$ cat config.mk
export PLATFORM = sky130hd
export DESIGN_NAME = can_msgbuf
export DESIGN_NICKNAME = d
export VERILOG_FILES = /design/src/hw/can_tx_arbiter.v /design/src/hw/can_msgbuf.v
export VERILOG_INCLUDE_DIRS = /design/src /design/src/hw
export SDC_FILE = /design/constraint.sdc
export NUM_CORES = 1
export LEC_CHECK = 0
export ABC_AREA = 1
export BUFFER_PORTS_ARGS = -buffer_cell sky130_fd_sc_hd__clkbuf_2
export CORE_ASPECT_RATIO = 1.1
export CORE_MARGIN = 4
export CORE_UTILIZATION = 32
export CTS_BUF_LIST = sky130_fd_sc_hd__clkbuf_8
export CTS_CLUSTER_DIAMETER = 60
export DETAILED_ROUTE_END_ITERATION = 8
export PLACE_DENSITY = 0.59
export SLEW_MARGIN = 20
export SYNTH_ARGS = -nofsm -noshare
export SYNTH_HDL_FRONTEND = slang
export SYNTH_SLANG_ARGS = --single-unit
$ cat constraint.sdc
create_clock -name CLK_SYS -period 3.35 [get_ports CLK_SYS]
set_input_delay 0.335 -clock CLK_SYS [delete_from_list [all_inputs] [get_ports CLK_SYS]]
set_output_delay 0.335 -clock CLK_SYS [all_outputs]
set_load 0.05 [all_outputs]
$ cat src/hw/can_msgbuf_defs.vh
// Constants for the CAN message buffer block
// Contract
// RULE1 - Standard identifier is 11 bits, MSB first, smaller value wins bus.
// RULE2 - Ident byte 0 holds ID10..3; byte 1 holds ID2..0, remote, extended.
// RULE3 - Remote flag 0 data frame, 1 remote frame; sent or received.
// RULE4 - Extended flag 0 standard, 1 extended; sent or received.
// RULE5 - Each buffer has eight byte-wide payload registers.
// RULE6 - Byte count comes from the 4-bit length code, bits 3-0.
// RULE7 - Remote frames send the length code unchanged but zero data bytes.
// RULE8 - Length code 0 to 8 gives 0 to 8 bytes; software stays in range.
// RULE9 - Every non-empty transmit buffer joins selection just before start of frame.
// RULE10 - Lowest local priority value wins selection.
// RULE11 - On a tie of lowest priority the lower index wins.
// RULE12 - Software touches priority only while buffer empty and selected.
// RULE13 - With stamping on, timer value is written to active buffer after frame end.
// RULE14 - Software reads transmit stamp only after buffer is empty again.
// RULE15 - Stamp timer is free running on the bit clock, wraps silently.
// RULE16 - Stamp timer is cleared to zero during initialization mode.
// RULE17 - Stamp registers are read-only; writes have no effect.
// RULE18 - Empty flag set means free; software clears it, controller sets it.
// RULE19 - Each transmit buffer has an 8-bit local priority field.
// RULE20 - Software selects a free buffer via the select register window.
// RULE21 - Length codes above 8 are treated as eight bytes.
// RULE22 - Buffer contents are undefined after reset.
`ifndef CAN_MSGBUF_DEFS_VH
`define CAN_MSGBUF_DEFS_VH
`define NUM_TXBUF        3
`define OFS_IDENT0       5'h00
`define OFS_IDENT1       5'h01
`define OFS_IDENT2       5'h02
`define OFS_IDENT3       5'h03
`define OFS_PAYLOAD0     5'h04
`define OFS_PAYLOAD7     5'h0B
`define OFS_LENGTH       5'h0C
`define OFS_LOCAL_PRIORITY_FIELD         5'h0D
`define OFS_STAMP_HI     5'h0E
`define OFS_STAMP_LO     5'h0F
`define OFS_TXFLAG       5'h10
`define OFS_TXSEL        5'h11
`define OFS_CTRL         5'h12
`define OFS_RXSTAT       5'h13
`define CTRL_INIT_BIT    0
`define CTRL_STAMP_BIT   1
`define CTRL_RESET       8'h0001
`define IDENT1_REMOTE    4
`define IDENT1_EXT       3
`define MAX_BYTES        4'h8
`define RXBUF_INDEX      2'h3
`endif

$ cat src/hw/can_tx_arbiter.v
// Local priority arbiter over pending transmit buffers
`timescale 1ns/1ns
`default_nettype none
module can_tx_arbiter (
    input  wire [2:0]  pending,
    input  wire [23:0] local_priority_field,
    output reg         found,
    output reg  [1:0]  winner
);
    reg [7:0] best;
    integer   i;
    always @* begin
        best   = 8'hFF;
        found  = 1'b0;
        winner = 2'h0;
        for (i = 0; i < 3; i = i + 1) begin
            // RULE10 lowest value wins; RULE11 strict less keeps lower index
            if (pending[i] && (!found || local_priority_field[i*8 +: 8] < best)) begin
                best   = local_priority_field[i*8 +: 8];
                found  = 1'b1;
                winner = i[1:0];
            end
        end
    end
endmodule // can_tx_arbiter
`default_nettype wire

$ cat src/hw/can_msgbuf.v
// CAN message buffers: transmit triple buffer, receive buffer, stamp timer
`timescale 1ns/1ns
`default_nettype none
`include "can_msgbuf_defs.vh"
module can_msgbuf (
    input  wire        CLK_SYS,
    input  wire        RESETN,
    input  wire [4:0]  ADDR,
    input  wire [7:0]  WDATA,
    input  wire        WR,
    input  wire        RD,
    output reg  [7:0]  RDATA,
    input  wire        BIT_TICK,
    input  wire        SOF_REQ,
    output wire        TX_VALID,
    output reg  [1:0]  TX_INDEX,
    output reg  [31:0] TX_IDENT,
    output reg  [3:0]  TX_LENGTH_CODE,
    output reg  [3:0]  TX_BYTE_COUNT,
    output reg         TX_REMOTE,
    output reg         TX_EXTENDED,
    output reg  [63:0] TX_PAYLOAD,
    input  wire        TX_DONE,
    input  wire        RX_DONE,
    input  wire [31:0] RX_IDENT,
    input  wire [3:0]  RX_LENGTH_CODE,
    input  wire [63:0] RX_PAYLOAD,
    output wire [3:0]  RX_BYTE_COUNT,
    output wire [10:0] STD_IDENT
);
    // Four buffers: 0..2 transmit, 3 receive. Contents hold no reset value.
    reg  [7:0]  mem_q [0:63];
    reg  [7:0]  local_priority_field_q [0:2];
    reg  [15:0] stamp_q [0:3];
    reg  [2:0]  empty_q;
    reg  [1:0]  sel_q;
    reg  [7:0]  ctrl_q;
    reg  [15:0] timer_q;
    reg         busy_q;
    reg  [1:0]  active_q;
    reg         tick_s1_q;
    reg         tick_s2_q;
    reg         tick_s3_q;
    reg         rx_new_q;

    wire        found;
    wire [1:0]  winner;
    wire [23:0] local_priority_field_vec;
    wire        bit_edge;
    wire        init_mode;
    wire        stamp_en;
    wire [1:0]  win_buf;
    reg  [7:0]  rd_d;
    integer     k;

    function [3:0] byte_count;
        input [3:0] code;
        input       remote;
        begin
            // RULE7 remote sends none
            if (remote)
                byte_count = 4'h0;
            // RULE21 clamp to eight
            else if (code > `MAX_BYTES)
                byte_count = `MAX_BYTES;
            // RULE6 count from code
            else
                byte_count = code;
        end
    endfunction

    function [5:0] slot;
        input [1:0] buf_i;
        input [3:0] ofs;
        begin
            slot = {buf_i, ofs};
        end
    endfunction

    assign init_mode = ctrl_q[`CTRL_INIT_BIT];
    assign stamp_en  = ctrl_q[`CTRL_STAMP_BIT];
    assign local_priority_field_vec  = {local_priority_field_q[2], local_priority_field_q[1], local_priority_field_q[0]};
    assign bit_edge  = tick_s2_q & ~tick_s3_q;
    assign win_buf   = winner;

    can_tx_arbiter u_arb (
        .pending (~empty_q),
        .local_priority_field    (local_priority_field_vec),
        .found   (found),
        .winner  (winner)
    );

    assign TX_VALID = busy_q;
    // RULE6 receive count
    assign RX_BYTE_COUNT = byte_count(mem_q[slot(`RXBUF_INDEX, 4'hC)][3:0],
                                      mem_q[slot(`RXBUF_INDEX, 4'h1)][`IDENT1_REMOTE]);
    // RULE1 eleven bit identifier, ID10 first
    assign STD_IDENT = {mem_q[slot(active_q, 4'h0)], mem_q[slot(active_q, 4'h1)][7:5]};

    // Bit tick is from another domain, so two flops before use
    always @(posedge CLK_SYS or negedge RESETN) begin
        if (!RESETN) begin
            tick_s1_q <= 1'b0;
            tick_s2_q <= 1'b0;
            tick_s3_q <= 1'b0;
        end else begin
            tick_s1_q <= BIT_TICK;
            tick_s2_q <= tick_s1_q;
            tick_s3_q <= tick_s2_q;
        end
    end

    // RULE15 free running, wraps
    always @(posedge CLK_SYS or negedge RESETN) begin
        if (!RESETN) begin
            timer_q <= 16'h0000;
        end else if (init_mode) begin
            // RULE16 cleared in init
            timer_q <= 16'h0000;
        end else if (bit_edge) begin
            timer_q <= timer_q + 16'h0001;
        end
    end

    // Control, select, empty flags and arbitration state
    always @(posedge CLK_SYS or negedge RESETN) begin
        if (!RESETN) begin
            ctrl_q   <= `CTRL_RESET;
            sel_q    <= 2'h0;
            empty_q  <= 3'b111;
            busy_q   <= 1'b0;
            active_q <= 2'h0;
            rx_new_q <= 1'b0;
        end else begin
            if (WR && ADDR == `OFS_CTRL)
                ctrl_q <= WDATA;
            // RULE20 select window
            if (WR && ADDR == `OFS_TXSEL && WDATA[1:0] < 2'h3)
                sel_q <= WDATA[1:0];
            // RULE18 software clears empty by writing one
            if (WR && ADDR == `OFS_TXFLAG)
                empty_q <= empty_q & ~WDATA[2:0];
            // RULE9 selection at start of frame
            if (SOF_REQ && !busy_q && found && !init_mode) begin
                busy_q   <= 1'b1;
                active_q <= win_buf;
            end
            if (busy_q && TX_DONE) begin
                busy_q <= 1'b0;
                // RULE18 set wins over clear
                empty_q[active_q] <= 1'b1;
            end
            if (RX_DONE)
                rx_new_q <= 1'b1;
            else if (WR && ADDR == `OFS_RXSTAT && WDATA[0])
                rx_new_q <= 1'b0;
            if (init_mode) begin
                busy_q  <= 1'b0;
                empty_q <= 3'b111;
            end
        end
    end

    // Buffer storage writes; no reset so contents start undefined
    // RULE22 no initial value
    always @(posedge CLK_SYS) begin
        if (WR && ADDR < `OFS_LOCAL_PRIORITY_FIELD && empty_q[sel_q])
            mem_q[slot(sel_q, ADDR[3:0])] <= WDATA;
        // RULE12 priority only when empty
        // RULE19 eight-bit priority
        if (WR && ADDR == `OFS_LOCAL_PRIORITY_FIELD && empty_q[sel_q])
            local_priority_field_q[sel_q] <= WDATA;
        // RULE3 RULE4 received flags stored as received
        if (RX_DONE) begin
            for (k = 0; k < 4; k = k + 1)
                mem_q[slot(`RXBUF_INDEX, k[3:0])] <= RX_IDENT[31-8*k -: 8];
            for (k = 0; k < 8; k = k + 1)
                mem_q[slot(`RXBUF_INDEX, k[3:0] + 4'h4)] <= RX_PAYLOAD[63-8*k -: 8];
            mem_q[slot(`RXBUF_INDEX, 4'hC)] <= {4'h0, RX_LENGTH_CODE};
        end
        // RULE13 stamp at frame end
        if (stamp_en && RX_DONE)
            stamp_q[`RXBUF_INDEX] <= timer_q;
        if (stamp_en && busy_q && TX_DONE)
            stamp_q[active_q] <= timer_q;
    end

    // Frame fields of the active buffer, registered for the link engine
    always @(posedge CLK_SYS or negedge RESETN) begin
        if (!RESETN) begin
            TX_INDEX       <= 2'h0;
            TX_IDENT       <= 32'h0000_0000;
            TX_LENGTH_CODE <= 4'h0;
            TX_BYTE_COUNT  <= 4'h0;
            TX_REMOTE      <= 1'b0;
            TX_EXTENDED    <= 1'b0;
            TX_PAYLOAD     <= 64'h0000_0000_0000_0000;
        end else begin
            TX_INDEX <= active_q;
            // RULE2 standard byte layout
            TX_IDENT <= {mem_q[slot(active_q, 4'h0)], mem_q[slot(active_q, 4'h1)],
                         mem_q[slot(active_q, 4'h2)], mem_q[slot(active_q, 4'h3)]};
            // RULE3 remote bit sent
            TX_REMOTE <= mem_q[slot(active_q, 4'h1)][`IDENT1_REMOTE];
            // RULE4 identifier type sent
            TX_EXTENDED <= mem_q[slot(active_q, 4'h1)][`IDENT1_EXT];
            // RULE7 code sent unchanged
            TX_LENGTH_CODE <= mem_q[slot(active_q, 4'hC)][3:0];
            // RULE8 RULE21 byte count
            TX_BYTE_COUNT <= byte_count(mem_q[slot(active_q, 4'hC)][3:0],
                                        mem_q[slot(active_q, 4'h1)][`IDENT1_REMOTE]);
            // RULE5 eight payload bytes
            for (k = 0; k < 8; k = k + 1)
                TX_PAYLOAD[63-8*k -: 8] <= mem_q[slot(active_q, k[3:0] + 4'h4)];
        end
    end

    // Read mux; receive buffer reached at offsets plus 0x20 is not mapped,
    // so buffer reads come from the selected transmit buffer.
    always @* begin
        rd_d = 8'h00;
        if (ADDR < `OFS_LOCAL_PRIORITY_FIELD)
            rd_d = mem_q[slot(sel_q, ADDR[3:0])];
        else if (ADDR == `OFS_LOCAL_PRIORITY_FIELD)
            rd_d = local_priority_field_q[sel_q];
        // RULE17 read-only stamp
        else if (ADDR == `OFS_STAMP_HI)
            rd_d = stamp_q[sel_q][15:8];
        else if (ADDR == `OFS_STAMP_LO)
            rd_d = stamp_q[sel_q][7:0];
        else if (ADDR == `OFS_TXFLAG)
            rd_d = {5'h00, empty_q};
        else if (ADDR == `OFS_TXSEL)
            rd_d = {6'h00, sel_q};
        else if (ADDR == `OFS_CTRL)
            rd_d = ctrl_q;
        else if (ADDR == `OFS_RXSTAT)
            rd_d = {6'h00, busy_q, rx_new_q};
    end

    always @(posedge CLK_SYS or negedge RESETN) begin
        if (!RESETN)
            RDATA <= 8'h00;
        else if (RD)
            RDATA <= rd_d;
        else
            RDATA <= 8'h00;
    end
endmodule // can_msgbuf
`default_nettype wire

==> Yosys cells after proc, flatten, opt, wreduce, memory -nomap -nowiden <==
Memories as Yosys holds them, arrays and structs flattened. A register that Yosys moved wholly into a read port is not among the register bits.
Index checks and enable logic that the tools add are counted.
{ "totals": {"out_inout_bits": 132, "memories": 3, "wordCells": 126, "input_bits": 121, "register_bits": 88, "ram_bits": 600} }
{ "memory_table": {"columns": ["memory", "words", "word_bits", "rd", "rd_ports_with_merged_regs", "wr", "line_no", "rtl"], "rows": [
  ["mem_q", 64, 8, 16, 10, 14, "can_msgbuf.v:32", "reg [7:0] mem_q [0:63];"],
  ["stamp_q", 4, 16, 1, 0, 2, "can_msgbuf.v:34", "reg [15:0] stamp_q [0:3];"],
  ["local_priority_field_q", 3, 8, 4, 0, 1, "can_msgbuf.v:33", "reg [7:0] local_priority_field_q [0:2];"]
]} }
{ "classes": {"n_bitwise": 6, "n_addsub": 1, "mux": 44, "order_cmp": 9, "eq_ne": 7, "n_reduce_logical": 39} }
{ "op_table": {"columns": ["operator", "n"], "rows": [
  ["$mux W8", 10],
  ["$mux W16", 2],
  ["$mux W1", 21],
  ["$eq A5 B5 Y1 const B", 4],
  ["$logic_and A1 B1 Y1", 20],
  ["$add A16 B1 Y16 const B", 1],
  ["$lt A8 B8 Y1", 2],
  ["$mux W4", 4],
  ["$eq A5 B4 Y1 const B", 3],
  ["$logic_not A1 Y1", 14],
  ["$mux W3", 3],
  ["$gt A4 B4 Y1 const B", 2],
  ["$lt A2 B3 Y1 const B", 2],
  ["$not A3 Y3", 2],
  ["$lt A5 B4 Y1 const B", 1],
  ["$mux W2", 2],
  ["$reduce_bool A2 Y1", 2],
  ["$and A3 B3 Y3", 1],
  ["$or A3 B3 Y3", 1],
  ["$reduce_bool A3 Y1", 1],
  ["$bmux W1 S2", 1],
  ["$demux W1 S2", 1],
  ["$ge A2 B1 Y1 const B", 1],
  ["$logic_or A1 B1 Y1", 2],
  ["other kinds (3)", 3]
]} }

==> Logic depth before layout (Yosys ltp) <==
{ "logic_depth": {"word_depth": 15, "ltp_mapped": 24, "mapped_depth_nobuf": 23} }

==> Hierarchy <==
Synthesis repeated with hierarchy kept, for this count alone.
{ "unflattened": {"hier_cells": 3104, "area_unflattened_um2": 32541.2} }
{ "by_module_without_submodules": {"columns": ["mod", "cells_per_inst", "area_each_um2", "n_inst", "seq_area_each_um2"], "rows": [
  ["can_msgbuf", 3016, 32040.7, 1, 21976.1],
  ["can_tx_arbiter", 88, 500.5, 1, 0.0]
]} }

==> Worst setup path after synthesis <==
OpenSTA, ideal clock, no wires.
{ "synth_path": {"kind": "register -> register", "start": "register empty_q[0]", "end": "register active_q[0]", "setup_slack_ns": 0.376, "setup_ns": 0.116, "synth_period_minus_slack_ns": 2.974, "required_time_ns": 3.234, "path_stages_with_launch": 20, "path_buffers": 2, "arrival_time_ns": 2.858, "path_cell_list": "dfstp_2 clkbuf_1 nor2_1 ha_1 nand2_1 o21a_1 nand2_1 nand2_1 nand2_1 clkbuf_1 o21ai_0 ha_1 a21oi_1 nor2_1 a211oi_1 nand2_1 nand2_1 nand2_1 nand2_1 nand2_1"} }
{ "synth_between": {"elab_chain_len": 12, "elab_cells_between_ends": 18, "cone_classes": "order compare: 2; mux: 7; bitwise: 1; reduce/logical: 8"} }
{ "synth_lines": {"columns": ["item", "line_no", "rtl"], "rows": [
  ["start, declared", "can_msgbuf.v:35", "reg [2:0] empty_q;"],
  ["start signal, assigned", "can_msgbuf.v:142", "empty_q <= empty_q & ~WDATA[2:0];"],
  ["$not A3 Y3 (*)", "can_msgbuf.v:87", ".pending (~empty_q),"],
  ["$mux W8 / $mux W1 (equally long branches)", "can_tx_arbiter.v:18", "if (pending[i] && (!found || local_priority_field[i*8 +: 8] < best)) begin"],
  ["$lt A8 B8 Y1 / $logic_not A1 Y1 (equally long branches)", "can_tx_arbiter.v:18", null],
  ["$logic_or A1 B1 Y1", "can_tx_arbiter.v:18", null],
  ["$logic_and A1 B1 Y1", "can_tx_arbiter.v:18", null],
  ["$mux W8 / $mux W1 (equally long branches)", "can_tx_arbiter.v:18", null],
  ["$lt A8 B8 Y1 / $logic_not A1 Y1 (equally long branches)", "can_tx_arbiter.v:18", null],
  ["$logic_or A1 B1 Y1", "can_tx_arbiter.v:18", null],
  ["$logic_and A1 B1 Y1", "can_tx_arbiter.v:18", null],
  ["$mux W1", "can_tx_arbiter.v:18", null],
  ["$logic_and A1 B1 Y1 (2 in a row)", "can_msgbuf.v:144", "if (SOF_REQ && !busy_q && found && !init_mode) begin"],
  ["end signal, assigned", "can_msgbuf.v:146", "active_q <= win_buf;"],
  ["end, declared", "can_msgbuf.v:40", "reg [1:0] active_q;"]
]} }
Mark *: on every way between the ends. The rest lies on a longest branch, timed or not.
A chain may end at the register's enable or synchronous reset.

==> Final worst setup path <==
{ "layout_path": {"start": "register active_q[1]", "end": "output STD_IDENT[8]"} }
{ "layout_between": {"elab_chain_len": 1} }
{ "layout_lines": {"columns": ["item", "line_no", "rtl"], "rows": [
  ["$mem_v2 Z64 W8", null, null],
  ["end, declared", "can_msgbuf.v:29", "output wire [10:0] STD_IDENT"]
]} }
Every way passes these cells.

==> impl_results.md <==
- Status: complete, no violations
- Final hold violations: 0
- Sequential-to-total area share from yosys stat: slightly above 70%
- Critical Setup Path Class: flip-flop to output pin
- Power Density: around 660 nW/um^2
- Ys Warns: 0
- Core Util, Final: 40.0%
- Final Net Count: 3,114
- Wire per inst: 24.7 um
- Gr usage total: 20.6%
- Crit path capture: STD_IDENT[8]
- Initial Utilization: 32.2%
- Worst hold path type: input pin to flip-flop
- Synth cell types: 51
- Worst flop-to-flop path startpoint: sel_q[1]
- Core footprint: 95,700 sq um
- Largest net degree at the start of global routing: around 130
- TritonCTS Sinks: roughly 760
- Crit path cell chain: nand2_1 > buf_4 > o221ai_1 > clkbuf_2
- Share of flip-flops with an asynchronous set or reset: 19.8%
- Pwr Total: between 20,000 and 30,000 uW
- EDFF count, synth: 604
- Slew margin rel.: 46.2%
- Number of global-route vias before repair: 22,800
- Synth Instances: 2,418
- CTS root buffer: clkbuf_8
- Horiz. Die Dim: 304 um
- Clk pin slew, worst setup/hold paths: 0.06 ns
- Xor/xnor share of the synthesized area: 0%
- Via count: 23,000
- Switching part of the total: 34.1%
- Synth Area in Compound Gates: 15.5%
- Filler-free cell count of the finished design: 4,358
- Reg2reg setup slack: ~0.29 ns
- Critical Path AT: approximately 2.8 ns
- Port Buffer Count: 252
- Internal: 16,600 uW
- VDD IR max: 0.000573 V
- DP Area: between 30,000 and 40,000 sq um
- Sequential power share: 45.1%
- Mux cell area share after synthesis: 0.146%
- Achievable Freq: 315 MHz
- Synth Area in Adders: 0.608%
- Crit. End Element: output pin
- CTS buffer count: 120
- CTS tree: yes
- Post-Synth Simple-Gate Area: 8.37%
- Share of cells above drive strength 1: 19.3%
- First-pass DRT Iterations: 6
- Fin crit period: 3.17 ns
- Flops & latches, synth: 758
- Leakage: 0.0148 uW
- Top Ports: 253
- Crit-path leading delay family: buffers and inverters
- R2R depth: 9
- CTS H-Tree Depth: 3
- WHS: about 0.054 ns
- Critical Path Max Stage Delay: 0.66 ns
- Mean Syn Cell Area: 12.8 sq um
- Clock tree buffer depth: 3
- Design area: 38,300 sq um
- Antenna viol nets, final: 0
- Area delta synth->final: 24.3%
- Max cap viols: 0
- Main flop type after synthesis: edfxtp_1
- Skew final: 0.0857 ns
- Row cnt: 119
- Total routed wirelength: 108,000 um
- Number of remaining DRC errors: 0
- Largest family of logic cells by synthesized area: compound AO/OA/AOI/OAI gates
- NetSw: 8600 uW
- Critical Path Source Type: flip-flop
- Antenna violations before repair: 8
- Bufs and invs on worst path: 2
- Final slew viol count: 0
- Final clock period utilization by the worst path: 94.7%
- Worst-Margin Slew: roughly 0.81 ns
- Slowest cell on crit path: dfrtp_1
- Die ar.: 101,000 sq um
- Clock share of power: 31.7%
- GPL Wtd Cong: 0.946
- Worst setup path startpoint: active_q[1]
- Clock Latency Late Sink: between 0.7 and 0.8 ns
- Synth Cell Area: between 30,000 and 40,000 sq um
- Initial DRC count: 2,759
- Maximum fanout along the worst path: 16
- Setup violators final: 0
- Dpl hpwl: around 77,000 um
- R2R Path End: RDATA[1]
- Worst endpoint required time: 3.01 ns
- Cells after DPL: 4,019
- DIE HEIGHT: 334 um
- GRT overflow: 0
- Comb power frac: 23.2%
- CP Depth: 4
- First-pass GRT wire length: between 150,000 and 200,000 um
- Vias/cell: 5.28
worst register-to-register path, stage by stage, from the launching register on:
cell and delay, ns:
dfrtp_1 0.60, inv_1 0.19, nor2_4 0.26, inv_2 0.26, nor2_4 0.21, clkinv_1 0.36
o32ai_1 0.66, nor2_1 0.14, nand4_1 0.17, a21oi_1 0.09
registers in the layout, indices dropped and copies added, names as in the netlist, 2 cells and up:
register / count
local_priority_field_q: 32
TX_BYTE_COUNT: 4
mem_q: 512
empty_q: 3
TX_INDEX: 2
RDATA: 8
TX_PAYLOAD: 64
ctrl_q: 8
sel_q: 2
timer_q: 16
stamp_q: 64
TX_LENGTH_CODE: 4
TX_IDENT: 32
active_q: 2
power groups by stage:
stage / clock network (uW) / logic, uW / registers, uW
CTS: 8180 / 5850 / 11400
detailed placement: 0 / 5730 / 11600
floorplan: 0 / 1900 / 13100
global placement: 0 / 5720 / 11600
global route: 8620 / 6120 / 11500
finish: 8000 / 5840 / 11400
per-layer routing:
metal / track usage, % / vias to the layer above / part of all wire (%)
met5: 0 / - / 0.012
met4: 9.91 / 2 / 5.2
met3: 4.02 / 241 / 8.3
met2: 34.3 / 1221 / 48
met1: 26.0 / 11400 / 38
li1: - / 10200 / -
stage by stage:
stage | setup WS, ns | setup TNS, ns
floorplan | 0.376 | 0
CTS | 0.0599 | 0
global route | -0.00253 | -0.00253
finish | 0.179 | 0
detailed placement | 0.256 | 0
global placement | 0.252 | 0
worst min path at each step:
stage            startpoint      endpoint  slack, ns  depth (start not counted)
2_1_floorplan        RESETN      RDATA[0]       0.04                          0
3_3_place_gp      tick_s1_q     tick_s2_q       0.34                          0
3_5_place_dp      tick_s1_q     tick_s2_q       0.33                          0
4_1_cts        RX_IDENT[28]  mem_q[48][4]      0.004                          3
5_1_grt            WDATA[2]  mem_q[49][2]       0.03                          3
6_report           WDATA[2]  mem_q[49][2]       0.05                          3
cells in the final DEF (no fill, tap or decap), types with 107 or more instances in the layout:
cell type and n:
clkbuf_8 143, clkbuf_2 240, buf_4 127, a22oi_1 163
o22ai_1 205, nor2_1 121, inv_1 161, dlygate4sd3_1 107
edfxtp_1 604, dfrtp_1 145, nand2_1 411
logic make-up (layout without fill, tap and decap cells):
logic type / count (synthesis) / count (layout)
multiplexers: 4 / 4
AND/OR/NAND/NOR: 641 / 641
buffers and inverters: 302 / 864
adder cells (fa/ha/maj): 15 / 15
other: 1 / 109
AO/OA/AOI/OAI: 697 / 697
flip-flops: 758 / 758
cells in the mapped netlist (all sizes together), types with 16 or more instances:
master	number	area [sq um]
a21oi	64	332
a22o	22	193
a22oi	163	1220
buf	73	417
clkbuf	92	345
dfrtp	146	3650
edfxtp	604	18100
inv	132	495
nand2	415	1560
nand3	27	135
nor2	130	529
nor3	57	285
o211ai	16	120
o21ai	93	465
o221ai	62	543
o22a	24	210
o22ai	205	1280
cell type report:
class                   count  area, sq um
multi-input cells        1461         8030
well taps                1270         1590
clock buffers             142         1950
clock inverters            85          527
fillers                  9098        57400
diodes                      5         12.5
flip-flops and latches    758        22000
repair buffers            500         3730
inverters                 137          518
repair_timing:
item,CTS,global route
hold buffers,107,0
setup endpoints to repair,0,4
buffers inserted,0,0
gates resized for setup,0,4
hold endpoints to repair,166,0
Power figures use the tool's default switching activity.
